[config.mk]
export PLATFORM = sky130hd
export DESIGN_NAME = irq_ctrl
export DESIGN_NICKNAME = d
export VERILOG_FILES = /design/src/hdl/irq_ctrl_pkg.sv /design/src/hdl/irq_ctrl.sv
export SDC_FILE = /design/constraint.sdc
export NUM_CORES = 1
export LEC_CHECK = 0
export BUFFER_PORTS_ARGS = -buffer_cell sky130_fd_sc_hd__buf_2
export CAP_MARGIN = 20
export CORE_MARGIN = 3
export CORE_UTILIZATION = 40
export CTS_CLUSTER_SIZE = 20
export DETAILED_ROUTE_END_ITERATION = 16
export SKIP_CTS_REPAIR_TIMING = 1
export SLEW_MARGIN = 20
export SYNTH_ARGS = -nofsm -noshare
export SYNTH_HDL_FRONTEND = slang
export SYNTH_SLANG_ARGS = --single-unit
export TNS_END_PERCENT = 10
[constraint.sdc]
create_clock -name pclk -period 5.55 [get_ports pclk]
set_clock_uncertainty 0.05 [all_clocks]
set_input_delay 0 -clock pclk [delete_from_list [all_inputs] [get_ports pclk]]
set_output_delay 0 -clock pclk [all_outputs]
set_load 0.03 [all_outputs]
[src/hdl/irq_ctrl_pkg.sv]
package irq_ctrl_pkg;

    // APB byte addresses of the registers
    localparam logic [7:0] ADDR_BASE_ENABLE = 8'ha8;
    localparam logic [7:0] ADDR_T2_ENABLE = 8'he8;
    localparam logic [7:0] ADDR_BASE_PRIO = 8'hb8;
    localparam logic [7:0] ADDR_T2_PRIO = 8'hf8;
    localparam logic [7:0] ADDR_POWER_CTRL = 8'h88;
    localparam logic [7:0] ADDR_STATUS = 8'h90;
    localparam logic [7:0] ADDR_EVT_STATUS = 8'h94;
    localparam logic [7:0] ADDR_EVT_CLEAR = 8'h98;
    localparam logic [7:0] ADDR_EVT_ENABLE = 8'h9c;

    // Reset values
    localparam logic [7:0] RST_BASE_ENABLE = 8'h00;
    localparam logic [7:0] RST_T2_ENABLE = 8'h00;
    localparam logic [7:0] RST_BASE_PRIO = 8'h00;
    localparam logic [7:0] RST_T2_PRIO = 8'h00;

    // Field positions
    localparam int GLOBAL_GATE_BIT = 7;
    localparam int IDLE_BIT = 0;
    localparam logic [7:0] BASE_PRIO_MASK = 8'h7f;

    // Source indices in vector-table order
    localparam int NSRC = 15;
    localparam logic [3:0] SRC_EXT0 = 4'h0;
    localparam logic [3:0] SRC_TIMER0 = 4'h1;
    localparam logic [3:0] SRC_EXT1 = 4'h2;
    localparam logic [3:0] SRC_TIMER1 = 4'h3;
    localparam logic [3:0] SRC_UART = 4'h4;
    localparam logic [3:0] SRC_CAN = 4'h5;
    localparam logic [3:0] SRC_CAP0 = 4'h6;
    localparam logic [3:0] SRC_CAP1 = 4'h7;
    localparam logic [3:0] SRC_CAP2 = 4'h8;
    localparam logic [3:0] SRC_CAP3 = 4'h9;
    localparam logic [3:0] SRC_ADC = 4'ha;
    localparam logic [3:0] SRC_CMP0 = 4'hb;
    localparam logic [3:0] SRC_CMP1 = 4'hc;
    localparam logic [3:0] SRC_CMP2 = 4'hd;
    localparam logic [3:0] SRC_T2OVF = 4'he;

    localparam logic [15:0] VECTOR_BASE = 16'h0003;
    localparam int VECTOR_STEP_SHIFT = 3;

    // Event status bits
    localparam int EVT_TAKE = 0;
    localparam int EVT_IDLE_WAKE = 1;
    localparam int EVT_BLOCKED = 2;

    typedef enum logic [1:0] {
        LVL_NONE = 2'b00,
        LVL_LOW = 2'b01,
        LVL_HIGH = 2'b11
    } level_t;

endpackage : irq_ctrl_pkg

[src/hdl/irq_ctrl.sv]
// How it works
// - Timer-2 enable bit 7 gates overflow
// - Timer-2 enable bits 6..4 gate comparators
// - Timer-2 enable bits 3..0 gate captures
// - Base priority bits per base source
// - Timer-2 priority bit 7 sets overflow level
// - Timer-2 priority bits set compare, capture levels
// - Each source has own vector, step eight
// - High priority request wins over low
// - Fixed order among equal priority requests
// - Low routine preempted only by high
// - High routine blocks all further interrupts
// - Enabled idle-active interrupt clears idle bit
// - Global gate bit 7 blocks every source request
// - Base enable bits per base source
module irq_ctrl (
    // APB
    input wire logic pclk,
    input wire logic presetn,
    input wire logic psel,
    input wire logic penable,
    input wire logic pwrite,
    input wire logic [7:0] paddr,
    input wire logic [31:0] pwdata,
    output logic [31:0] prdata,
    output logic pready,
    output logic pslverr,
    // Request sources, level high
    input wire logic ext0_req,
    input wire logic timer0_req,
    input wire logic ext1_req,
    input wire logic timer1_req,
    input wire logic uart_req,
    input wire logic can_req,
    input wire logic adc_req,
    input wire logic [3:0] t2_cap_req,
    input wire logic [2:0] t2_cmp_req,
    input wire logic t2_overflow_req,
    // Idle-active source mask, 1 when that source keeps running in idle
    input wire logic [14:0] idle_active_src,
    // CPU core
    input wire logic vector_take,
    input wire logic service_return,
    output logic irq_pending,
    output logic [15:0] irq_vector,
    output logic idle_mode,
    output logic irq
);

    logic [7:0] base_irq_enable_q;
    logic [7:0] timer2_irq_enable_q;
    logic [7:0] base_irq_priority_q;
    logic [7:0] timer2_irq_priority_q;
    logic [7:0] power_control_reg_q;
    logic [2:0] evt_status_q;
    logic [2:0] evt_enable_q;
    logic in_low_q;
    logic in_high_q;
    logic [14:0] src_req;
    logic [14:0] src_en;
    logic [14:0] src_prio;
    logic [14:0] active;
    logic [14:0] act_hi;
    logic [14:0] act_lo;
    logic found_d;
    logic [3:0] win_d;
    logic win_hi_d;
    logic allowed_d;
    logic blocked_d;
    logic wake_d;
    logic wr_en;
    logic rd_en;
    logic [31:0] rdata_d;
    logic [2:0] evt_set;
    logic take_ok;
    logic [15:0] vector_d;
    logic idle_wake;
    logic pc_wr;

    // Fixed service order among equal levels
    localparam logic [3:0] ORDER [15] = '{
        irq_ctrl_pkg::SRC_EXT0,
        irq_ctrl_pkg::SRC_CAN,
        irq_ctrl_pkg::SRC_ADC,
        irq_ctrl_pkg::SRC_TIMER0,
        irq_ctrl_pkg::SRC_CAP0,
        irq_ctrl_pkg::SRC_CMP0,
        irq_ctrl_pkg::SRC_EXT1,
        irq_ctrl_pkg::SRC_CAP1,
        irq_ctrl_pkg::SRC_CMP1,
        irq_ctrl_pkg::SRC_TIMER1,
        irq_ctrl_pkg::SRC_CAP2,
        irq_ctrl_pkg::SRC_CMP2,
        irq_ctrl_pkg::SRC_UART,
        irq_ctrl_pkg::SRC_CAP3,
        irq_ctrl_pkg::SRC_T2OVF
    };

    // Decode of one write strobe, shared by every register
    function automatic logic hit(input logic [7:0] a, input logic [7:0] r);
        hit = (a == r);
    endfunction : hit

    // Requests packed so that bit i belongs to vector i
    assign src_req = {t2_overflow_req,
                      t2_cmp_req[2],
                      t2_cmp_req[1],
                      t2_cmp_req[0],
                      adc_req,
                      t2_cap_req[3],
                      t2_cap_req[2],
                      t2_cap_req[1],
                      t2_cap_req[0],
                      can_req,
                      uart_req,
                      timer1_req,
                      ext1_req,
                      timer0_req,
                      ext0_req};

    // Per-source enable and level mapped into vector order
    assign src_en = {timer2_irq_enable_q[7],
                     timer2_irq_enable_q[6:4],
                     base_irq_enable_q[6],
                     timer2_irq_enable_q[3:0],
                     base_irq_enable_q[5:0]};
    assign src_prio = {timer2_irq_priority_q[7],
                       timer2_irq_priority_q[6:4],
                       base_irq_priority_q[6],
                       timer2_irq_priority_q[3:0],
                       base_irq_priority_q[5:0]};

    // Global gate wipes every request
    assign active = base_irq_enable_q[irq_ctrl_pkg::GLOBAL_GATE_BIT]
                    ? (src_req & src_en) : '0;
    assign act_hi = active & src_prio;
    assign act_lo = active & ~src_prio;

    always_comb begin
        found_d = 1'b0;
        win_d = 4'h0;
        win_hi_d = 1'b0;
        for (int i = 14; i >= 0; i--) begin
            if (act_lo[ORDER[i]]) begin
                found_d = 1'b1;
                win_d = ORDER[i];
            end
        end
        // High pass runs last so it overrides any low winner
        for (int i = 14; i >= 0; i--) begin
            if (act_hi[ORDER[i]]) begin
                found_d = 1'b1;
                win_d = ORDER[i];
                win_hi_d = 1'b1;
            end
        end
    end

    // Nesting: a high routine blocks all, a low routine lets only high through
    always_comb begin
        if (in_high_q) begin
            allowed_d = 1'b0;
        end else if (in_low_q) begin
            allowed_d = found_d && win_hi_d;
        end else begin
            allowed_d = found_d;
        end
        blocked_d = found_d && !allowed_d;
    end

    assign take_ok = vector_take && irq_pending;
    assign wake_d = |(active & idle_active_src);

    // Service entries sit eight bytes apart, upward from the base
    assign vector_d = irq_ctrl_pkg::VECTOR_BASE
                      + (16'(win_d) << irq_ctrl_pkg::VECTOR_STEP_SHIFT);

    always_ff @(posedge pclk or negedge presetn) begin
        if (!presetn) begin
            irq_pending <= 1'b0;
            irq_vector <= 16'h0000;
        end else begin
            irq_pending <= allowed_d && !take_ok;
            irq_vector <= vector_d;
        end
    end

    // Active-level tracking from the core handshake; a return closes the
    // innermost level, which is high whenever both are open
    always_ff @(posedge pclk or negedge presetn) begin
        if (!presetn) begin
            in_low_q <= 1'b0;
            in_high_q <= 1'b0;
        end else if (take_ok) begin
            if (win_hi_d) begin
                in_high_q <= 1'b1;
            end else begin
                in_low_q <= 1'b1;
            end
        end else if (service_return) begin
            if (in_high_q) begin
                in_high_q <= 1'b0;
            end else begin
                in_low_q <= 1'b0;
            end
        end
    end

    assign wr_en = psel && penable && pwrite;
    assign rd_en = psel && !penable && !pwrite;
    assign pc_wr = wr_en && hit(paddr, irq_ctrl_pkg::ADDR_POWER_CTRL);

    always_ff @(posedge pclk or negedge presetn) begin
        if (!presetn) begin
            base_irq_enable_q <= irq_ctrl_pkg::RST_BASE_ENABLE;
            timer2_irq_enable_q <= irq_ctrl_pkg::RST_T2_ENABLE;
            base_irq_priority_q <= irq_ctrl_pkg::RST_BASE_PRIO;
            timer2_irq_priority_q <= irq_ctrl_pkg::RST_T2_PRIO;
            evt_enable_q <= 3'h0;
        end else if (wr_en) begin
            if (hit(paddr, irq_ctrl_pkg::ADDR_BASE_ENABLE)) begin
                base_irq_enable_q <= pwdata[7:0];
            end
            if (hit(paddr, irq_ctrl_pkg::ADDR_T2_ENABLE)) begin
                timer2_irq_enable_q <= pwdata[7:0];
            end
            if (hit(paddr, irq_ctrl_pkg::ADDR_BASE_PRIO)) begin
                base_irq_priority_q <= pwdata[7:0] & irq_ctrl_pkg::BASE_PRIO_MASK;
            end
            if (hit(paddr, irq_ctrl_pkg::ADDR_T2_PRIO)) begin
                timer2_irq_priority_q <= pwdata[7:0];
            end
            if (hit(paddr, irq_ctrl_pkg::ADDR_EVT_ENABLE)) begin
                evt_enable_q <= pwdata[2:0];
            end
        end
    end

    // Idle bit: hardware clear wins over a same-cycle software write, so a
    // wake request can never be swallowed
    always_ff @(posedge pclk or negedge presetn) begin
        if (!presetn) begin
            power_control_reg_q <= 8'h00;
        end else begin
            if (pc_wr) begin
                power_control_reg_q <= pwdata[7:0];
            end
            if (wake_d && (power_control_reg_q[irq_ctrl_pkg::IDLE_BIT] || pc_wr)) begin
                power_control_reg_q[irq_ctrl_pkg::IDLE_BIT] <= 1'b0;
            end
        end
    end

    always_ff @(posedge pclk or negedge presetn) begin
        if (!presetn) begin
            idle_mode <= 1'b0;
        end else begin
            idle_mode <= power_control_reg_q[irq_ctrl_pkg::IDLE_BIT] && !wake_d;
        end
    end

    // Sticky events; set wins over clear, so an event in the clear cycle is kept
    assign idle_wake = wake_d && power_control_reg_q[irq_ctrl_pkg::IDLE_BIT];

    always_comb begin
        evt_set = 3'h0;
        evt_set[irq_ctrl_pkg::EVT_TAKE] = take_ok;
        evt_set[irq_ctrl_pkg::EVT_IDLE_WAKE] = idle_wake;
        evt_set[irq_ctrl_pkg::EVT_BLOCKED] = blocked_d;
    end

    always_ff @(posedge pclk or negedge presetn) begin
        if (!presetn) begin
            evt_status_q <= 3'h0;
        end else begin
            if (wr_en && hit(paddr, irq_ctrl_pkg::ADDR_EVT_CLEAR)) begin
                evt_status_q <= (evt_status_q & ~pwdata[2:0]) | evt_set;
            end else begin
                evt_status_q <= evt_status_q | evt_set;
            end
        end
    end

    always_ff @(posedge pclk or negedge presetn) begin
        if (!presetn) begin
            irq <= 1'b0;
        end else begin
            irq <= |(evt_status_q & evt_enable_q);
        end
    end

    always_comb begin
        rdata_d = 32'h0000_0000;
        unique case (paddr)
            irq_ctrl_pkg::ADDR_BASE_ENABLE: rdata_d[7:0] = base_irq_enable_q;
            irq_ctrl_pkg::ADDR_T2_ENABLE: rdata_d[7:0] = timer2_irq_enable_q;
            irq_ctrl_pkg::ADDR_BASE_PRIO: rdata_d[7:0] = base_irq_priority_q;
            irq_ctrl_pkg::ADDR_T2_PRIO: rdata_d[7:0] = timer2_irq_priority_q;
            irq_ctrl_pkg::ADDR_POWER_CTRL: rdata_d[7:0] = power_control_reg_q;
            irq_ctrl_pkg::ADDR_STATUS: rdata_d[7:0] = {in_high_q, in_low_q, win_hi_d, win_d, found_d};
            irq_ctrl_pkg::ADDR_EVT_STATUS: rdata_d[2:0] = evt_status_q;
            irq_ctrl_pkg::ADDR_EVT_ENABLE: rdata_d[2:0] = evt_enable_q;
            default: rdata_d = 32'h0000_0000;
        endcase
    end

    // Fixed zero-wait-state slave: data is captured in setup, ready in access
    always_ff @(posedge pclk or negedge presetn) begin
        if (!presetn) begin
            prdata <= 32'h0000_0000;
            pready <= 1'b0;
            pslverr <= 1'b0;
        end else begin
            if (rd_en) begin
                prdata <= rdata_d;
            end
            pready <= psel && !penable;
            pslverr <= 1'b0;
        end
    end

endmodule : irq_ctrl

# == Word level (Yosys, flattened, before mapping) ==
# Index checks and enable logic that the tools add are counted.
# totals
wordCells,159
input_bits,77
mem_bits_ro,0
latch_bits,0
out_inout_bits,53
ramBits,0
ff_bits,67
mem_count,0
# op_classes
n_shift,0
n_reduce_logical,30
eq_ne,12
div_mod_pow,0
bitwise,10
order_cmp,0
n_addsub,1
mul,0
n_mux,90
# op_table
cell,count
two-way mux 4 bit,30
"equality test 8 bit, second input constant",9
AND 15 bit,4
two-way mux 1 bit,56
one-hot mux 5 bit (6 select lines),1
one-hot mux 3 bit (8 select lines),1
two-way mux 15 bit,1
inverter 15 bit,1
OR reduction 15 bit,1
logical AND 1 bit,13
AND reduction 2 bit,6
"adder 2 x 7 -> 8 bit, first input constant",1
AND 3 bit,2
OR 3 bit,2
zero test 1 bit,5
"!= test 2 bit, second input constant",2
nonzero test 2 bit,2
two-way mux 3 bit,1
inverter 3 bit,1
AND reduction 3 bit,1
OR reduction 3 bit,1
"!= test 2 x 1 -> 1 bit, second input constant",1
logical OR 1 bit,1

# == Depth between registers and ports, before layout ==
# Gate-level depths: netlist of the first run.
# logic_depth
word_depth,40
mapped_depth,9
ltp_nobuf,6

# == Worst setup path before layout of the first run ==
# Ideal clock, no wire load.
# synth_timing
path_type,register to register
start,reg base_irq_enable_q[7]
end,reg prdata[0]
t_arrival_ns,1.766
setup_ns,0.127
path_stages_with_launch,8
synth_period_minus_slack_ns,1.943
t_required_ns,5.373
n_path_buf,1
path_slack_ns,3.607
cell_sequence,dfrtp_1 > buf_6 > and4b_1 > or4b_4 > nor4b_4 > nand3_1 > nor2_2 > o21ai_1
# synth_between
elab_chain_cells,33
elab_cells_between_ends,34
cone_classes,32 x mux; 2 x bitwise
# synth_lines
item,line_no,text
"start, declared",irq_ctrl.sv:50,logic [7:0] base_irq_enable_q;
"start signal, assigned",irq_ctrl.sv:215,base_irq_enable_q <= irq_ctrl_pkg::RST_BASE_ENABLE;
"start signal, assigned",irq_ctrl.sv:222,base_irq_enable_q <= pwdata[7:0];
two-way mux 15 bit (*),irq_ctrl.sv:135,? (src_req & src_en) : '0;
AND 15 bit,irq_ctrl.sv:137,assign act_lo = active & ~src_prio;
two-way mux 1 bit (15 in series),irq_ctrl.sv:144,if (act_lo[ORDER[i]]) begin
two-way mux 1 bit (14 in series),irq_ctrl.sv:151,if (act_hi[ORDER[i]]) begin
two-way mux 1 bit (*),irq_ctrl.sv:151,
one-hot mux 3 bit (8 select lines) (*),irq_ctrl.sv:294,unique case (paddr)
"end signal, assigned",irq_ctrl.sv:315,prdata <= rdata_d;
"end, declared",irq_ctrl.sv:25,"output logic [31:0] prdata,"
# Every way passes the cells marked *; elsewhere a longest branch is shown, timed or not.
# A chain may end at the register's enable or synchronous reset.

# == Worst setup path in the final report of the first run ==
# layout_timing
start,reg base_irq_enable_q[7]
end,reg in_low_q
# layout_between
elab_chain_cells,19
# layout_lines
item,line_no,text
two-way mux 15 bit (*),irq_ctrl.sv:135,
AND 15 bit (*),irq_ctrl.sv:136,assign act_hi = active & src_prio;
two-way mux 1 bit (14 in series),irq_ctrl.sv:151,
two-way mux 1 bit (*),irq_ctrl.sv:151,
!= test 2 bit (no source line) (*),--,
AND reduction 3 bit (no source line) (*),--,
"end signal, assigned",irq_ctrl.sv:192,in_low_q <= 1'b0;
"end signal, assigned",irq_ctrl.sv:198,in_low_q <= 1'b1;
"end signal, assigned",irq_ctrl.sv:204,in_low_q <= 1'b0;
"end, declared",irq_ctrl.sv:57,logic in_low_q;
# Marked as above.

==> impl_metrics.tcl, run 1 <==
set metrics [dict create \
    whs_ps -9.62 \
    wl_um 12700 \
    max_slew.worst_pin.slew_ps 814 \
    synthTopCellsByArea "dfrtp_1, mux2_2, buf_4, nand4_1, mux4_2" \
    crit_chain "buf_4 -> nand4_1 -> and4_1 -> and3_1 -> a31oi_1 -> a21oi_1 -> dlygate4sd3_1" \
    worst_setup_path_start_kind "flip-flop" \
    critPathArrivalTime_ps 2760 \
    grt_pass1_wl_um 19000 \
    timing.final.crit_share 0.464 \
    cp-end-kind "flip-flop" \
    dp_hpwl_um 9390 \
    maxSlewHeadroom 0.457 \
    cp_slowest_cell "dlygate4sd3_1" \
    vias 3722 \
    synthDistinctLibCells 64 \
    n_antenna_cell 0 \
    grt_setup_unrepaired "no" \
    die_x_um 109 \
    clock_latency_ps 350 \
    wire_per_inst_um 20.1 \
    num_rows 36 \
    cts_num_sinks 64 \
    top_usage_layer "met1" \
    intPower_mw 0.680 \
    grt_max_degree 65 \
    use_met3 0.0400 \
    netlist_instances 415 \
    synth_flop_cell "dfrtp_1" \
    power_switching_mw 0.284 \
    period_needed_ps 2580 \
    p_sw_frac 0.294 \
    setup_tns_ps 0 \
    gr-usage-met2 0.316 \
    finalSetupViolCount 0 \
    p_clk_frac 0.387 \
    drt_first_pass_iters 5 \
    die_h_um 109 \
    synth.cell_area_um2 4200 \
    antenna_found_initial 0 \
    synth_top_cell_by_area "dfrtp_1" \
    ys.warnings.count 0 \
    cts_tree "built" \
    nets 571 \
    cts_root_buf "clkbuf_8" \
    crit_required_ps 5740 \
    synthToLayoutAreaGrowth_pct 14.5 \
    cellLeakagePower_nw 2.36 \
    violations "hold timing" \
    hold_depth 4 \
    multiInputGateArea_um2 2350 \
    seqCellArea_um2 1600 \
    h-tree-depth 3 \
    drive_gt1_frac 0.301 \
    die_area_um2 11800 \
    fin_area_um2 4810 \
    comb_power_share 0.118 \
    drt_iter0_drc 315 \
    via_per_inst 5.89 \
    n_fill_cell 962 \
    r2r_slack_ps 2970 \
    seqPwrFrac 0.495 \
    ant_nets 0 \
    ioPinCount 130 \
    hold_viol 1 \
    fp.coreArea_um2 10000 \
    ir_drop_mv 0.102 \
    drcViolationCount 0 \
    p_per_area_nw_per_um2 200 \
    synth_top_area_frac 0.381 \
    grt_overflow 0 \
    synth.avg_cell_area_um2 10.1 \
    placed_area_um2 4490 \
    min_path_type "in2reg" \
    grtUsageTotal 0.217 \
    numPortBuffers 70 \
    cp_slowest_stage_delay_ps 550 \
    synth_seq_cells 64 \
    cap_viol_max_count 0 \
    worst_r2r_path_depth 7 \
    status "finished with violations" \
    clk_pin_slew_ps 80 \
    cts_inserted_buffers 9 \
    first_global_vias 3259 \
    initial_core_util 0.420 \
    fmax_mhz 388 \
    cts.path.max_buffers 2 \
    synth_edf_count 0 \
    cp_max_fo 46 \
    grt.met1_usage 0.328 \
    crit_type "reg2reg" \
    finalWeightedCongestion 0.947 \
    async_flop_share 1.00 \
    ys_seq_area_frac 0.381 \
    slew_viol_final 0 \
]
-- layout by cell type, fill, tap and decap left out, drive strengths merged, types with 6 or more instances in the layout --
master,n
o21ai,19
nor3,6
nor2,17
buf,72
nand3,28
and3,8
and4,6
nand4,26
conb,36
and4b,9
nand2,34
clkbuf,10
a22oi,7
dlygate4sd3,14
mux2,43
nand4b,12
a21oi,13
dfrtp,64
mux4,7
-- registers in the layout (all words and copies together), names as in the netlist --
name and cells:
irq_pending 1, timer2_irq_priority_q 8, in_low_q 1, prdata 8, power_control_reg_q 8, irq_vector 5, pready 1, base_irq_priority_q 7
evt_status_q 3, evt_enable_q 3, timer2_irq_enable_q 8, base_irq_enable_q 8, irq 1, idle_mode 1, in_high_q 1
-- worst paths after layout --
kind,start,endpoint
max,base_irq_enable_q[7],in_low_q
min,paddr[1],prdata[2]
max reg2reg,base_irq_enable_q[7],in_low_q
min reg2reg,prdata[6],prdata[6]
max in group asynchronous,presetn,timer2_irq_priority_q[4]
min in group asynchronous,presetn,irq_vector[1]
-- worst max-delay path: cells and delay by family (launching register included) --
kind	cells	cell delay (ps)
buf+inv	2	920
compound gates	2	220
flops	1	330
simple gates	3	940
-- metrics by stage --
stage	worst slack (ps)	power [mW]	instances	hold WS (ps)	util
floorplan	3610	0.567	449	-346	-
CTS	3210	0.961	618	-241	0.467
detailed placement	3220	0.593	602	130	0.449
finish	2970	0.964	632	-9.62	0.481
global placement	3240	0.591	602	124	0.449
global route	2800	1.00	632	36.7	0.481
-- cell usage after synthesis, drive strengths merged (3+ instances only) --
cell type	n
nand4b	12
o21ai	19
and3	8
a22o	3
and4b	9
nor2	17
inv	3
and4	6
buf	50
mux2	43
nand4	26
a22oi	7
a31oi	5
a211oi	5
nand2	34
nand3	28
mux2i	3
mux4	7
nor3b	4
dfrtp	64
nor3	6
nor4b	3
a21oi	13
-- per-layer routing --
layer	share of wire	wire length (um)	vias up
li1	-	-	1692
met3	0.070	885	12
met4	0.015	191	0
met1	0.47	5910	1828
met2	0.45	5710	190
met5	0	0	-
-- final cells by class --
cell class,instances,share of cell area
clock inverter,6,0.00884
tap,133,0.0346
inverter,3,0.00234
multi-input combinational,330,0.488
clock buffer,10,0.0286
sequential,64,0.333
timing repair buffer,86,0.105
-- power by group through the flow --
stage	sequential [mW]	combinational, mW	clock, mW
after global placement	0.486	0.105	0
after global routing	0.478	0.124	0.401
after CTS	0.477	0.107	0.377
after floorplan	0.487	0.0801	0
after detailed placement	0.486	0.107	0
final	0.477	0.114	0.373
-- kinds of logic after synthesis --
family / synth area share
other: 0.00179
buffers and inverters: 0.0905
multiplexers: 0.160
AND/OR/NAND/NOR: 0.250
flip-flops: 0.381
AO/OA/AOI/OAI: 0.117
(Power assumes the default switching activity.)
==> inputs of run 2 (changes only) <==
- clock period: 5.55 -> 2.6 ns (I/O delays scaled with it)
==> run 2 against run 1 <==
  * The flow still finishes with violations (hold timing)
  * Wire length fell by 0.80%
  * Sequential power rose by 110%
  * Cell area rose by 0.81%
  * Die area did not move
  * Global-route usage rose by 0.067 points
  * Count of clock-buffer cells in the layout rose by 2
  * Final cell count did not move
  * Non-clock buffer count did not move
  * Critical path depth rose by 1
  * Combinational power rose by 110%
  * Register-to-register slack got worse by 2800 ps
  * Sequential share of layout area fell by 0.27 points
  * Critical path type unchanged
  * Largest cell class unchanged
  * Largest power group unchanged
==> impl_metrics.tcl, run 2 (synthesis results as in run 1) <==
set metrics [dict create \
    status "finished with violations" \
    violations "hold timing" \
    cp-end-kind "flip-flop" \
    drt_first_pass_iters 5 \
    comb_power_share 0.112 \
    cts_inserted_buffers 9 \
    vias 3672 \
    ir_drop_mv 0.223 \
    p_per_area_nw_per_um2 450 \
    cap_viol_max_count 0 \
    h-tree-depth 3 \
    grtUsageTotal 0.217 \
    num_rows 36 \
    n_antenna_cell 0 \
    die_x_um 109 \
    min_path_type "in2reg" \
    fin_util 0.485 \
    timing.final.crit_share 0.950 \
    initial_core_util 0.420 \
    final_common_cell "buf_2" \
    crit_required_ps 2780 \
    layout_common_cells "buf_2, dfrtp_1, mux2_2" \
    slew_viol_final 0 \
    p_clk_frac 0.422 \
    p_total_mw 2.19 \
    fmax_mhz 405 \
    cts_num_sinks 64 \
    grt_pass1_wl_um 19200 \
    cts.path.max_buffers 2 \
    synthToLayoutAreaGrowth_pct 15.4 \
    wl_um 12600 \
    first_global_vias 3283 \
    seqPwrFrac 0.466 \
    drt_iter0_drc 324 \
    drive_gt1_frac 0.299 \
    pre_cts_ws_ps 345 \
    die_h_um 109 \
    power_switching_mw 0.607 \
    whs_ps -7.40 \
    cts_root_buf "clkbuf_8" \
    maxSlewHeadroom 0.444 \
    antenna_found_initial 0 \
    worst_setup_path_start_kind "flip-flop" \
    wire_per_inst_um 19.9 \
    grt_max_degree 65 \
    ant_nets 0 \
    die_area_um2 11800 \
    p_sw_frac 0.278 \
    finalSetupViolCount 0 \
    fp.coreArea_um2 10000 \
    ioPinCount 130 \
    finalWeightedCongestion 0.939 \
    critPathArrivalTime_ps 2650 \
    grt_overflow 0 \
    clock_latency_ps 350 \
    cellLeakagePower_nw 2.38 \
    crit_type "reg2reg" \
    clk_pin_slew_ps 80 \
    hold_viol 6 \
    period_needed_ps 2470 \
    n_fill_cell 944 \
    max_slew.worst_pin.slew_ps 835 \
    setup_tns_ps 0 \
    cts_tree "built" \
    drcViolationCount 0 \
    via_per_inst 5.81 \
    nets 571 \
    intPower_mw 1.58 \
    numPortBuffers 70 \
    cp_max_fo 46 \
    fin_ws_ps 130 \
    dp_hpwl_um 9380 \
]
[run 2: path summary, 6_finish.rpt]
| check | startpoint | to | slack, ps | cells after the start |
|---|---|---|---|---|
| min in group asynchronous | presetn | idle_mode | 310 | 3 |
| worst min-delay path | pwdata[2] | base_irq_enable_q[2] | -7 | 2 |
| worst max register to register | base_irq_enable_q[7] | in_high_q | 130 | 8 |
| worst min register to register | prdata[6] | prdata[6] | 430 | 2 |
| worst max-delay path | base_irq_enable_q[7] | in_high_q | 130 | 8 |
| max in group asynchronous | presetn | timer2_irq_priority_q[5] | 1630 | 3 |
[run 2: critical path, cell delays in order, from the launching register on]
cell           delay [ps]
dfrtp_1               400
buf_12                180
nand4_1               230
nand4_1               150
nor3_1                290
nand3_1               220
a31oi_1               210
a21oi_1                60
dlygate4sd3_1         560
[run 2: routing by layer]
layer | vias up | part of all wire | track usage
li1 | 1685 | - | -
met1 | 1797 | 0.47 | 0.343
met2 | 173 | 0.44 | 0.304
met3 | 17 | 0.074 | 0.0352
met4 | 0 | 0.014 | 0.0604
met5 | - | 0 | 0
[run 2: metrics by stage]
step	area, um^2	cells
final	4850	632
after global routing	4850	632
after CTS	4710	618
after detailed placement	4510	602
after global placement	4510	602
after floorplan	4330	449
[run 2: area by class of cell]
cell class | count | area, um^2 | share of cell area
Clock inverter | 4 | 51.3 | 0.0106
Multi-Input combinational cell | 330 | 2350 | 0.484
Timing Repair Buffer | 86 | 518 | 0.107
Inverter | 3 | 11.3 | 0.00232
Clock buffer | 12 | 155 | 0.0320
Sequential cell | 64 | 1600 | 0.330
Tap cell | 133 | 166 | 0.0343
[run 2: power groups by stage]
stage          Clock, mW  Sequential (mW)  Combinational, mW
2_1_floorplan          0             1.04              0.171
3_3_place_gp           0             1.04              0.225
3_5_place_dp           0             1.04              0.228
4_1_cts            0.926             1.02              0.228
5_1_grt            0.981             1.02              0.265
6_report           0.922             1.02              0.244
==> inputs of run 3 (changes only) <==
- BUFFER_PORTS_ARGS: -buffer_cell sky130_fd_sc_hd__buf_2 -> -buffer_cell sky130_fd_sc_hd__clkbuf_2
==> run 3 against run 2 <==
  * Count of clock-buffer cells in the layout unchanged
  * The flow still finishes with violations (hold timing)
  * Setup slack improved by 25 ps
  * First-iteration DRC count down 15%
  * Clock power shrank 2%
  * Highest routed layer unchanged
  * Largest power group unchanged
==> impl_metrics.tcl, run 3 (synthesis results as in run 1) <==
set metrics [dict create \
    finalSetupViolCount 0 \
    max_slew.worst_pin.slew_ps 675 \
    grt_pass1_wl_um 18500 \
    cp_slowest_cell "dlygate4sd3_1" \
    period_needed_ps 2440 \
    whs_ps -1.71 \
    slew_viol_final 0 \
    timing.final.crit_share 0.940 \
    hold_viol 1 \
    placed_area_um2 4530 \
    status "finished with violations" \
    cap_viol_max_count 0 \
    fp.coreArea_um2 10000 \
    n_fill_cell 962 \
    grtUsageTotal 0.212 \
    cp_slowest_stage_delay_ps 560 \
    p_per_area_nw_per_um2 446 \
    numPortBuffers 70 \
    num_rows 36 \
    crit_type "reg2reg" \
    cts_tree "built" \
    ioPinCount 130 \
    initial_core_util 0.420 \
    antenna_found_initial 0 \
    nets 572 \
    fin_area_um2 4870 \
    die_area_um2 11800 \
    power_switching_mw 0.592 \
    placed_cells 604 \
    intPower_mw 1.58 \
    critPathArrivalTime_ps 2620 \
    die_x_um 109 \
    die_h_um 109 \
    p_clk_frac 0.417 \
    grt_setup_unrepaired "no" \
    p_sw_frac 0.273 \
    worst_setup_path_start_kind "flip-flop" \
    drive_gt1_frac 0.302 \
    path_delay_family "simple AND/OR/NAND/NOR gates" \
    fin_util 0.487 \
    hold_depth 4 \
    ant_nets 0 \
    vias 3644 \
    setup_tns_ps 0 \
    worst-path-buf-inv 2 \
    crit_required_ps 2780 \
    wire_per_inst_um 19.4 \
    clk_pin_slew_ps 70 \
    synthToLayoutAreaGrowth_pct 15.9 \
    cts_inserted_buffers 9 \
    wl_um 12300 \
    min_path_type "in2reg" \
    grt_max_degree 65 \
    cts_num_sinks 64 \
    via_per_inst 5.76 \
    drt_first_pass_iters 7 \
    cellLeakagePower_nw 2.39 \
    dp_hpwl_um 9480 \
    grt_overflow 0 \
    crit_cells 7 \
    violations "hold timing" \
    drcViolationCount 0 \
    final_common_cell "clkbuf_2" \
    comb_power_share 0.114 \
    drt_iter0_drc 274 \
    n_antenna_cell 0 \
    layout_common_cells "clkbuf_2, dfrtp_1, mux2_2" \
    h-tree-depth 3 \
    cp_max_fo 46 \
    cp-end-kind "flip-flop" \
    clock_latency_ps 340 \
    ir_drop_mv 0.210 \
    worst_r2r_path_depth 7 \
    finalWeightedCongestion 0.877 \
    stdcell_count 633 \
    first_global_vias 3232 \
    cts_root_buf "clkbuf_8" \
    crit_chain "buf_12 -> nand4_1 -> and4_1 -> and3_1 -> a31oi_1 -> a21oi_1 -> dlygate4sd3_1" \
    fmax_mhz 409 \
    cts.path.max_buffers 2 \
    p_total_mw 2.17 \
    maxSlewHeadroom 0.547 \
    seqPwrFrac 0.469 \
]
run 3: changes by cell type in the layout (fill, tap and decap cells not counted):
| cell | previous run | this run |
|---|---|---|
| buf_12 | 1 | 2 |
| buf_2 | 70 | 0 |
| buf_4 | 1 | 2 |
| clkbuf_2 | 0 | 70 |
| dlygate4sd3_1 | 14 | 13 |
run 3: through the flow:
stage	setup WS [ps]	hold slack, ps
after floorplan	657	-346
after global placement	406	-8.31
after detailed placement	383	-0.271
after CTS	380	-372
after global routing	63.7	31.6
final	155	-1.71
run 3: cell type report:
cell class / instances / area, um^2 / area share
Inverter: 3 / 11.3 / 0.00231
Tap cell: 133 / 166 / 0.0342
Sequential cell: 64 / 1600 / 0.329
Clock buffer: 12 / 155 / 0.0319
Timing Repair Buffer: 87 / 536 / 0.110
Multi-Input combinational cell: 330 / 2350 / 0.482
Clock inverter: 4 / 51.3 / 0.0105
run 3: path summary, 6_finish.rpt:
kind / startpoint / endpoint / slack, ps
max: base_irq_enable_q[7] / in_low_q / 160
min: paddr[0] / prdata[2] / -2
max reg2reg: base_irq_enable_q[7] / in_low_q / 160
min reg2reg: prdata[6] / prdata[6] / 430
max in group asynchronous: presetn / base_irq_enable_q[4] / 2060
min in group asynchronous: presetn / idle_mode / 150
run 3: worst register-to-register path, cell delays in order, from the launching register on:
cell           delay (ps)
dfrtp_1               370
buf_12                200
nand4_1               340
and4_1                360
and3_1                220
a31oi_1               170
a21oi_1                60
dlygate4sd3_1         560
run 3: power groups by stage:
stage	logic, mW	registers, mW	clock network (mW)
2_1_floorplan	0.171	1.04	0
3_3_place_gp	0.230	1.04	0
3_5_place_dp	0.233	1.04	0
4_1_cts	0.233	1.02	0.920
5_1_grt	0.270	1.02	0.969
6_report	0.247	1.02	0.906
run 3: routing by layer:
| layer | part of all wire | global-route usage | wire [um] |
|---|---|---|---|
| met4 | 0.012 | 0.0478 | 150 |
| met2 | 0.44 | 0.310 | 5410 |
| met3 | 0.076 | 0.0460 | 930 |
| met1 | 0.47 | 0.319 | 5810 |
| met5 | 0 | 0 | 0 |
